[src/adcc0_pkg.sv]
package adcc0_pkg;

  localparam int AXI_ADDR_W = 8;
  localparam int AXI_DATA_W = 32;

  // Register indices; byte address is four times the index
  localparam logic [5:0] IDX_THRESH_FILT = 6'h08;
  localparam logic [5:0] IDX_CH0_CONFIG  = 6'h09;
  localparam logic [5:0] IDX_OFS_HIGH    = 6'h0A;
  localparam logic [5:0] IDX_OFS_LOW     = 6'h0B;
  localparam logic [5:0] IDX_GAIN_HIGH   = 6'h0C;
  localparam logic [5:0] IDX_GAIN_LOW    = 6'h0D;

  // Field positions
  localparam int THR_LOW_LSB   = 8;
  localparam int COEF_LSB      = 0;
  localparam int PHASE_LSB     = 6;
  localparam int DC_OFF_BIT    = 2;
  localparam int INSEL_LSB     = 0;
  localparam int TRIM_LOW_LSB  = 8;
  localparam int TRIM_HIGH_LSB = 8;

  // Reset values
  localparam logic [7:0]  RST_THR_LOW   = 8'h00;
  localparam logic [3:0]  RST_COEF      = 4'h0;
  localparam logic [9:0]  RST_PHASE     = 10'h000;
  localparam logic        RST_DC_OFF    = 1'h0;
  localparam logic [1:0]  RST_INSEL     = 2'h0;
  localparam logic [15:0] RST_OFS_HIGH  = 16'h0000;
  localparam logic [7:0]  RST_OFS_LOW   = 8'h00;
  localparam logic [15:0] RST_GAIN_HIGH = 16'h8000;
  localparam logic [7:0]  RST_GAIN_LOW  = 8'h00;

  // Input selector codes
  localparam logic [1:0] INSEL_PINS     = 2'h0;
  localparam logic [1:0] INSEL_SHORTED  = 2'h1;
  localparam logic [1:0] INSEL_TEST_POS = 2'h2;
  localparam logic [1:0] INSEL_TEST_NEG = 2'h3;

  localparam logic [3:0] COEF_FILTER_OFF = 4'h0;

  localparam logic [1:0] RESP_OKAY   = 2'h0;
  localparam logic [1:0] RESP_SLVERR = 2'h2;

  typedef enum logic [1:0] {
    ADCC_ST_IDLE = 2'h1,
    ADCC_ST_RESP = 2'h2
  } adcc_state_t;

  typedef struct packed {
    logic signed [9:0] phaseDelay;
    logic              dcRemovalOff;
    logic [1:0]        inputSelect;
  } adcc_ch0_config_t;

  typedef struct packed {
    logic [23:0] offsetTrim;
    logic [23:0] gainTrim;
  } adcc_trim_t;

endpackage

[src/adcc0_regs.sv]
`timescale 1ns/10ps

// Summary of operation
// - Coefficient zero off; codes 1-15 halve from 1/4
// - Shared register upper byte holds threshold low byte
// - Ten-bit signed phase delay in bits 15:6
// - Override bit bypasses channel-0 filter regardless
// - Selector picks pins, shorted, positive or negative test
// - Offset trim 24 bits split high/low, reset zero
// - Gain trim split likewise, high resets 8000h
// - Low registers' lower byte reads zero, read-only
module adcc0_regs
  import adcc0_pkg::*;
(
  input  wire logic                    sys_clk,
  input  wire logic                    rst_b,
  input  wire logic                    clkEn,
  // AXI4-Lite slave
  input  wire logic [AXI_ADDR_W-1:0]   s_axi_awaddr,
  input  wire logic                    s_axi_awvalid,
  output logic                         s_axi_awready,
  input  wire logic [AXI_DATA_W-1:0]   s_axi_wdata,
  input  wire logic [3:0]              s_axi_wstrb,
  input  wire logic                    s_axi_wvalid,
  output logic                         s_axi_wready,
  output logic [1:0]                   s_axi_bresp,
  output logic                         s_axi_bvalid,
  input  wire logic                    s_axi_bready,
  input  wire logic [AXI_ADDR_W-1:0]   s_axi_araddr,
  input  wire logic                    s_axi_arvalid,
  output logic                         s_axi_arready,
  output logic [AXI_DATA_W-1:0]        s_axi_rdata,
  output logic [1:0]                   s_axi_rresp,
  output logic                         s_axi_rvalid,
  input  wire logic                    s_axi_rready,
  // Settings towards the conversion path
  output adcc_ch0_config_t                ch0Cfg,
  output adcc_trim_t                   ch0Trim,
  output logic [7:0]                   detectThresholdLowByte,
  output logic [3:0]                   dcRemovalCoefficient,
  output logic [4:0]                   dcCoefShift,
  output logic                         ch0DcFilterOn,
  output logic [3:0]                   ch0InputOneHot
);

  // Register state
  logic [7:0]        thrLow_r;
  logic [3:0]        coef_r;
  logic [9:0]        phase_r;
  logic              dcOff_r;
  logic [1:0]        inSel_r;
  logic [15:0]       ofsHigh_r;
  logic [7:0]        ofsLow_r;
  logic [15:0]       gainHigh_r;
  logic [7:0]        gainLow_r;

  // Write channel state
  adcc_state_t       wState_r;
  logic              awHeld_r;
  logic              wHeld_r;
  logic [5:0]        wIdx_r;
  logic              wHit_r;
  logic [15:0]       wData_r;
  logic [1:0]        wStrb_r;
  logic              doWrite;
  logic [15:0]       wMerged;

  // Read channel state
  adcc_state_t       rState_r;
  logic [15:0]       rdWord;
  logic              rdHit;

  // True when the address is word aligned and names a mapped register
  function automatic logic addrHit(input logic [AXI_ADDR_W-1:0] addr);
    logic [5:0] idx;
    idx = addr[AXI_ADDR_W-1:2];
    addrHit = (addr[1:0] == 2'h0) &&
              (idx >= IDX_THRESH_FILT) && (idx <= IDX_GAIN_LOW);
  endfunction

  function automatic logic [5:0] addrIdx(input logic [AXI_ADDR_W-1:0] addr);
    addrIdx = addr[AXI_ADDR_W-1:2];
  endfunction

  // Byte-lane merge of the held write data into a 16-bit register image
  function automatic logic [15:0] laneMerge(input logic [15:0] old,
                                            input logic [15:0] data,
                                            input logic [1:0]  strb);
    laneMerge = old;
    if (strb[0]) begin
      laneMerge[7:0] = data[7:0];
    end
    if (strb[1]) begin
      laneMerge[15:8] = data[15:8];
    end
  endfunction

  // ---------------- Write address / data capture ----------------
  // Readies fall with the clock enable, so no handshake completes while frozen
  assign s_axi_awready = clkEn && (wState_r == ADCC_ST_IDLE) && !awHeld_r;
  assign s_axi_wready  = clkEn && (wState_r == ADCC_ST_IDLE) && !wHeld_r;
  assign doWrite       = (wState_r == ADCC_ST_IDLE) && awHeld_r && wHeld_r;

  always_ff @(posedge sys_clk) begin
    if (!rst_b) begin
      awHeld_r <= 1'b0;
      wIdx_r   <= 6'h00;
      wHit_r   <= 1'b0;
    end else if (clkEn) begin
      if (s_axi_awvalid && s_axi_awready) begin
        awHeld_r <= 1'b1;
        wIdx_r   <= addrIdx(s_axi_awaddr);
        wHit_r   <= addrHit(s_axi_awaddr);
      end else if (doWrite) begin
        awHeld_r <= 1'b0;
      end
    end
  end

  always_ff @(posedge sys_clk) begin
    if (!rst_b) begin
      wHeld_r <= 1'b0;
      wData_r <= 16'h0000;
      wStrb_r <= 2'h0;
    end else if (clkEn) begin
      if (s_axi_wvalid && s_axi_wready) begin
        wHeld_r <= 1'b1;
        wData_r <= s_axi_wdata[15:0];
        wStrb_r <= s_axi_wstrb[1:0];
      end else if (doWrite) begin
        wHeld_r <= 1'b0;
      end
    end
  end

  // ---------------- Write response ----------------
  always_ff @(posedge sys_clk) begin
    if (!rst_b) begin
      wState_r     <= ADCC_ST_IDLE;
      s_axi_bvalid <= 1'b0;
      s_axi_bresp  <= RESP_OKAY;
    end else if (clkEn) begin
      case (wState_r)
        ADCC_ST_IDLE: begin
          if (doWrite) begin
            wState_r     <= ADCC_ST_RESP;
            s_axi_bvalid <= 1'b1;
            s_axi_bresp  <= wHit_r ? RESP_OKAY : RESP_SLVERR;
          end
        end
        ADCC_ST_RESP: begin
          if (s_axi_bready) begin
            wState_r     <= ADCC_ST_IDLE;
            s_axi_bvalid <= 1'b0;
          end
        end
        default: begin
          wState_r     <= ADCC_ST_IDLE;
          s_axi_bvalid <= 1'b0;
        end
      endcase
    end
  end

  // Reserved bits of the image are ignored, so stray host writes cannot stick.
  // A process rather than an assign, so the register reads inside rdImage wake it
  always_comb begin
    wMerged = laneMerge(rdImage(wIdx_r), wData_r, wStrb_r);
  end

  // ---------------- Register updates ----------------
  always_ff @(posedge sys_clk) begin
    if (!rst_b) begin
      thrLow_r <= RST_THR_LOW;
      coef_r   <= RST_COEF;
    end else if (clkEn && doWrite && wHit_r && wIdx_r == IDX_THRESH_FILT) begin
      thrLow_r <= wMerged[THR_LOW_LSB +: 8];
      coef_r   <= wMerged[COEF_LSB +: 4];
    end
  end

  always_ff @(posedge sys_clk) begin
    if (!rst_b) begin
      phase_r <= RST_PHASE;
      dcOff_r <= RST_DC_OFF;
      inSel_r <= RST_INSEL;
    end else if (clkEn && doWrite && wHit_r && wIdx_r == IDX_CH0_CONFIG) begin
      phase_r <= wMerged[PHASE_LSB +: 10];
      dcOff_r <= wMerged[DC_OFF_BIT];
      inSel_r <= wMerged[INSEL_LSB +: 2];
    end
  end

  always_ff @(posedge sys_clk) begin
    if (!rst_b) begin
      ofsHigh_r <= RST_OFS_HIGH;
      ofsLow_r  <= RST_OFS_LOW;
    end else if (clkEn && doWrite && wHit_r) begin
      if (wIdx_r == IDX_OFS_HIGH) begin
        ofsHigh_r <= wMerged;
      end
      if (wIdx_r == IDX_OFS_LOW) begin
        ofsLow_r <= wMerged[TRIM_LOW_LSB +: 8];
      end
    end
  end

  always_ff @(posedge sys_clk) begin
    if (!rst_b) begin
      gainHigh_r <= RST_GAIN_HIGH;
      gainLow_r  <= RST_GAIN_LOW;
    end else if (clkEn && doWrite && wHit_r) begin
      if (wIdx_r == IDX_GAIN_HIGH) begin
        gainHigh_r <= wMerged;
      end
      if (wIdx_r == IDX_GAIN_LOW) begin
        gainLow_r <= wMerged[TRIM_LOW_LSB +: 8];
      end
    end
  end

  // ---------------- Read image ----------------
  // Shared by the read path and the byte-lane merge of writes
  function automatic logic [15:0] rdImage(input logic [5:0] idx);
    rdImage = 16'h0000;
    case (idx)
      IDX_THRESH_FILT: begin
        rdImage[THR_LOW_LSB +: 8] = thrLow_r;
        rdImage[COEF_LSB +: 4]    = coef_r;
      end
      IDX_CH0_CONFIG: begin
        rdImage[PHASE_LSB +: 10] = phase_r;
        rdImage[DC_OFF_BIT]      = dcOff_r;
        rdImage[INSEL_LSB +: 2]  = inSel_r;
      end
      IDX_OFS_HIGH:  rdImage = ofsHigh_r;
      IDX_OFS_LOW:   rdImage[TRIM_LOW_LSB +: 8] = ofsLow_r;
      IDX_GAIN_HIGH: rdImage = gainHigh_r;
      IDX_GAIN_LOW:  rdImage[TRIM_LOW_LSB +: 8] = gainLow_r;
      default:       rdImage = 16'h0000;
    endcase
  endfunction

  // Same reason as the write merge: a repeated read of one address must see new contents
  always_comb begin
    rdHit  = addrHit(s_axi_araddr);
    rdWord = rdImage(addrIdx(s_axi_araddr));
  end
  assign s_axi_arready = clkEn && (rState_r == ADCC_ST_IDLE);

  always_ff @(posedge sys_clk) begin
    if (!rst_b) begin
      rState_r     <= ADCC_ST_IDLE;
      s_axi_rvalid <= 1'b0;
      s_axi_rdata  <= 32'h0000_0000;
      s_axi_rresp  <= RESP_OKAY;
    end else if (clkEn) begin
      case (rState_r)
        ADCC_ST_IDLE: begin
          if (s_axi_arvalid) begin
            rState_r     <= ADCC_ST_RESP;
            s_axi_rvalid <= 1'b1;
            s_axi_rdata  <= {16'h0000, rdHit ? rdWord : 16'h0000};
            s_axi_rresp  <= rdHit ? RESP_OKAY : RESP_SLVERR;
          end
        end
        ADCC_ST_RESP: begin
          if (s_axi_rready) begin
            rState_r     <= ADCC_ST_IDLE;
            s_axi_rvalid <= 1'b0;
          end
        end
        default: begin
          rState_r     <= ADCC_ST_IDLE;
          s_axi_rvalid <= 1'b0;
        end
      endcase
    end
  end

  // ---------------- Settings towards the conversion path ----------------
  assign ch0Cfg.phaseDelay    = signed'(phase_r);
  assign ch0Cfg.dcRemovalOff  = dcOff_r;
  assign ch0Cfg.inputSelect   = inSel_r;
  assign ch0Trim.offsetTrim   = {ofsHigh_r, ofsLow_r};
  assign ch0Trim.gainTrim     = {gainHigh_r, gainLow_r};
  assign detectThresholdLowByte = thrLow_r;
  assign dcRemovalCoefficient   = coef_r;

  // Coefficient is 2^-(code+1); shift is zero while the coefficient code is zero
  assign dcCoefShift = (coef_r == COEF_FILTER_OFF) ? 5'h00 : ({1'b0, coef_r} + 5'h01);

  // The per-channel override wins over any global coefficient
  assign ch0DcFilterOn = (coef_r != COEF_FILTER_OFF) && !dcOff_r;

  // One-hot input routing: pins, shorted, positive test, negative test
  genvar gi;
  generate
    for (gi = 0; gi < 4; gi++) begin : gInSel
      assign ch0InputOneHot[gi] = (inSel_r == 2'(gi));
    end
  endgenerate

endmodule // adcc0_regs

[config.mk]
export PLATFORM = sky130hd
export DESIGN_NAME = adcc0_regs
export DESIGN_NICKNAME = d
export VERILOG_FILES = /design/src/adcc0_pkg.sv /design/src/adcc0_regs.sv
export SDC_FILE = /design/constraint.sdc
export NUM_CORES = 1
export LEC_CHECK = 0
export BUFFER_PORTS_ARGS = -buffer_cell sky130_fd_sc_hd__buf_2
export CORE_UTILIZATION = 45
export DETAILED_ROUTE_END_ITERATION = 8
export PLACE_DENSITY = 0.71
export SETUP_SLACK_MARGIN = 0.3
export SYNTH_ARGS = -nofsm -noshare
export SYNTH_HDL_FRONTEND = slang
export SYNTH_SLANG_ARGS = --single-unit
export TNS_END_PERCENT = 5
[constraint.sdc]
create_clock -name sys_clk -period 3.6 [get_ports sys_clk]
set_input_delay 0.36 -clock sys_clk [delete_from_list [all_inputs] [get_ports sys_clk]]
set_output_delay 0.36 -clock sys_clk [all_outputs]
set_load 0.02 [all_outputs]
== Word-level counts from Yosys, hierarchy flattened ==
Index checks and enable logic that the tools add are counted.
Storage, ports and cells
  input bits: 60
  register bits after elaboration: 126
  output and inout bits: 124
  word-level logic and storage cells: 120
Cells by class
  multiplexer cells: 31
  reductions and logical operators: 39
  magnitude comparators: 4
  add/subtract/negate cells: 1
  equality and inequality tests: 23
Operator list (number)
  $pmux 8 s6: 2
  $eq 6x4->1 const B: 12
  $pmux 3 s4: 2
  $logic_and 1x1->1: 17
  $mux 16: 1
  $mux 8: 2
  $pmux 2 s2: 4
  $reduce_and 2->1: 8
  $ge 6x4->1 const B: 2
  $le 6x4->1 const B: 2
  $mux 2: 6
  $pmux 2 s3: 2
  $reduce_and 3->1: 4
  $eq 2x2->1 const B: 4
  $ne 2x2->1 const B: 4
  $mux 1: 7
  $eq 2x1->1 const B: 3
  $logic_not 2->1: 3
  $pmux 1 s3: 2
  $add 4x1->5 const B: 1
  $mux 5: 1
  $logic_not 4->1: 1
  $pmux 1 s2: 2
  $reduce_bool 2->1: 2
  2 further kinds: 4

== Logic depth before layout (Yosys ltp) ==
  word-level depth: 6
  gate-level depth with buffers: 7
  gate-level depth less buffers: 5

== Worst setup path before layout ==
Ideal clock, no wire load.
  path type: reg2reg
  start: register wIdx_r[4]
  end: register ofsLow_r[7]
  path slack: 1730 ps
  stages on the path, launching flop included: 6
  buffers on the path: 1
  setup time: 130 ps
  data required time: 3470 ps
  arrival: 1739 ps
  cells stage by stage: dfxtp_1 -> or4b_4 -> or4_4 -> buf_6 -> nand3_2 -> o31ai_1
On the way
  word-level cells in the longest chain between the ends: 3
  elaborated cells on any way between the ends: 9
  classes of those cells: 6 x eq/ne; 2 x mux; 1 x reduce/logical
Ends and longest elaborated chain
  start, declared: line adcc0_regs.sv:61  | logic [5:0] wIdx_r;
  start signal, assigned: line adcc0_regs.sv:112  | wIdx_r <= addrIdx(s_axi_awaddr);
  $eq 6x4->1 (on tied branches): line adcc0_regs.sv:226, adcc0_regs.sv:202
  $pmux 8 s6: line adcc0_regs.sv:226  | case (idx)
  $mux 8: line adcc0_regs.sv:93  | if (strb[1]) begin
  end signal, assigned: line adcc0_regs.sv:203  | ofsLow_r <= wMerged[TRIM_LOW_LSB +: 8];
  end, declared: line adcc0_regs.sv:53  | logic [7:0] ofsLow_r;
Several ways; a longest one is shown, not always the timed one.
A chain may end at the register's enable or synchronous reset.

== Worst setup path after layout ==
  start: register wIdx_r[2]
  end: register phase_r[7]
On the way
  word-level cells in the longest chain between the ends: 3
  elaborated cells on any way between the ends: 9
  classes of those cells: 6 x eq/ne; 2 x mux; 1 x reduce/logical
Ends and longest elaborated chain
  $eq 6x4->1 (on tied branches): line adcc0_regs.sv:226, adcc0_regs.sv:187
  $pmux 8 s6: line adcc0_regs.sv:226
  $mux 8: line adcc0_regs.sv:93
  end signal, assigned: line adcc0_regs.sv:188  | phase_r <= wMerged[PHASE_LSB +: 10];
  end, declared: line adcc0_regs.sv:49  | logic [9:0] phase_r;
Several ways; a longest one is shown, not always the timed one.

==> flow_summary.toml <==
[outcome]
status = "completed"

[timing]
tns_ns = 0
finalHoldViolCount = 0
setup_viol = 0
skew_ns = 0.0141
max_freq_mhz = 381
period_needed_ns = 2.63
finalMaxSlewViolations = 0
min_period_over_period_pct = 73.0
worstMarginPinSlew_ns = 0.890
slew-limit-headroom_pct = 40.5
rsz0062_at_grt = "no"

[yosys]
synth_compound_area_share_pct = 20.0
synth-xor-area-share_pct = 0.142
yosysSeqAreaShare_pct = 39.6
ys_types = 68
synth_area_sq_um = 6160
synth_top_family_by_area = "simple AND/OR/NAND/NOR gates"
synth_flop_cell = "dfxtp_1"
synthCells = 687
ys_ff_latch = 122
synth.area.mux_share_pct = 11.6
synth-simple-area-share_pct = 21.3
synth_edf_count = 0
syn_avg_cell_area_sq_um = 8.97
synthAdderAreaFrac_pct = 0.731
async_flop_share_pct = 0
yosys_warnings = 0

[finish]
final_common_cell = "buf_2"
layout_common_cells = "buf_2, dfxtp_1, nand2_1"
drive_above_1_share_pct = 28.1
postLayoutCellArea_sq_um = 7440
num_antenna_cells = 0
fin_nets = 872
syn2layout_area_growth_pct = 20.7

[power]
finalPower_uw = 3180
leakage_uw = 0.00307
seqPwrFrac_pct = 43.9
peakVddDrop_mv = 0.400
p_int_uw = 2460
swShare_pct = 22.8
power.density_nw_per_um2 = 428
p_comb_share_pct = 7.1
switching_power_uw = 727
clock_power_share_pct = 49.0

[worst_setup_path]
startpoint_type = "flip-flop"
cp-end-kind = "flip-flop"
crit_type = "reg -> reg"
cp_max_fo = 18
worstPathArrival_ns = 2.97
crit_required_ns = 3.94

[route]
wl_per_cell_microns = 18.4
ant_nets = 0
drc = 0
dr_total_vias = 5927
firstDrtPassIters = 5
drtIter0Drc = 599
vias_per_cell = 5.94
drt-total-wl_mm = 18.4

[floorplan]
fp.dieW_microns = 119
initial_utilization_pct = 46.3
rows = 42
core-area_sq_um = 13300
die_y_microns = 119
io_pins = 184
dieArea_sq_um = 14200

[global_route]
met3_usage_pct = 6.27
grt_pass1_wl_mm = 28.9
use_met1_pct = 34.9
grt.total_usage_pct = 26.1
overflow = 0
busiest_layer = "met2"
met2_usage_pct = 40.8
antenna_found_initial = 0
grt_max_degree = 50
grt_pass1_vias = 5382

[clock_tree]
path_clk_slew_ns = 0.05
ctsResizeCount = 0
cts-root-buf = "clkbuf_16"
clockBufferDepth = 2
postCtsSetupBuffers = 0
hold_buffers = 0
numCtsBuffers = 17
clock_sinks = 122
h-tree-depth = 4
cts_tree = "built"
clock_latency_ns = 0.41

[worst_hold_path]
hold_path.class = "in -> reg"

[run]
drv_cap = 0

[placed_design]
postPlaceCellArea_sq_um = 6890
gp_congestion = 0.857
hpwl_mm = 13.2
io_buffers = 147
sequential cells by signal, indices dropped and copies added, names as in the netlist:
signal                  count
awHeld_r                    1
dcOff_r                     1
dcRemovalCoefficient        4
detectThresholdLowByte      8
gainHigh_r                 16
gainLow_r                   8
inSel_r                     2
ofsHigh_r                  16
ofsLow_r                    8
phase_r                    10
rState_r                    1
s_axi_bresp                 1
s_axi_bvalid                1
s_axi_rdata                16
s_axi_rresp                 1
s_axi_rvalid                1
wData_r                    16
wHeld_r                     1
wHit_r                      1
wIdx_r                      6
wState_r                    1
wStrb_r                     2
metrics by stage:
| step | std cells | utilization [%] | setup slack [ns] | hold slack (ns) |
|---|---|---|---|---|
| after detailed placement | 967 | 51.9 | 1.05 | 0.441 |
| after global routing | 997 | 55.9 | 0.832 | 0.184 |
| after floorplan | 704 | - | 1.73 | 0.433 |
| after CTS | 997 | 55.9 | 1.01 | 0.179 |
| after global placement | 967 | 51.9 | 1.18 | 0.432 |
| final | 997 | 55.9 | 0.974 | 0.190 |
power groups by stage:
stage	sequential [uW]	combinational, uW	clock [uW]
3_3_place_gp	1420	217	0
5_1_grt	1400	244	1650
4_1_cts	1400	223	1570
6_report	1400	225	1560
2_1_floorplan	1410	181	0
3_5_place_dp	1420	223	0
critical path: stages (launching register included):
cell,delay (ns)
dfxtp_1,0.47
nor4b_4,0.83
nand4_2,0.67
mux2_2,0.47
a21oi_1,0.11
cell usage after synthesis, drive strengths merged, types with 2 or more instances:
cell       n  area, sq um
mux2i     33          330
inv        4         15.0
or3b       3         26.3
nand2     70          263
clkbuf    32          120
o2bb2ai    5         43.8
a21o       5         37.5
mux4      13          293
a2bb2oi    7         61.3
a22oi      4         30.0
or2        2         12.5
a21oi     44          220
o21ai     74          389
nor4b      3         41.3
and3b      2         17.5
nor3b      3         27.5
a22o      10         87.6
nand4      6         56.3
o211ai     3         22.5
nor2      28          105
nand2b     6         37.5
nand3b     6         45.0
o221ai     6         52.6
maj3       2         20.0
nor2b      7         43.8
o31ai     16          120
dfxtp    122         2440
mux2       8         90.1
and3       9         56.3
or4b       2         23.8
a31oi     16          100
a221oi     3         26.3
nor4       7          101
buf       40          264
and4b      3         30.0
nor3      10         50.1
ha         2         25.0
nand3     56          305
metal layers:
metal	up-vias	wire, microns
met5	-	0
li1	2757	-
met2	314	8430
met3	28	1730
met4	0	324
met1	2828	7870
cell type report:
type | count | area (sq um)
inverters | 5 | 18.8
repair buffers | 159 | 826
multi-input cells | 505 | 3390
clock buffers | 28 | 507
flip-flops and latches | 122 | 2440
well taps | 176 | 220
clock inverters | 2 | 35.0
fillers | 1204 | 5860
path summary, 6_finish.rpt:
kind / cells after the start / from / slack, ns / endpoint
max: 4 / wIdx_r[2] / 0.97 / phase_r[7]
min: 3 / s_axi_wstrb[0] / 0.19 / wStrb_r[0]
max reg2reg: 4 / wIdx_r[2] / 0.97 / phase_r[7]
min reg2reg: 2 / s_axi_rdata[3] / 0.45 / s_axi_rdata[3]
logic make-up (layout without fill, tap and decap cells):
group,after synthesis,in the layout
compound gates,198,198
xor+xnor,1,1
fa+ha+maj,4,4
buf+inv,77,194
flops,122,122
mux,54,54
other cells,1,18
simple gates,230,230
Power figures use the tool's default switching activity.
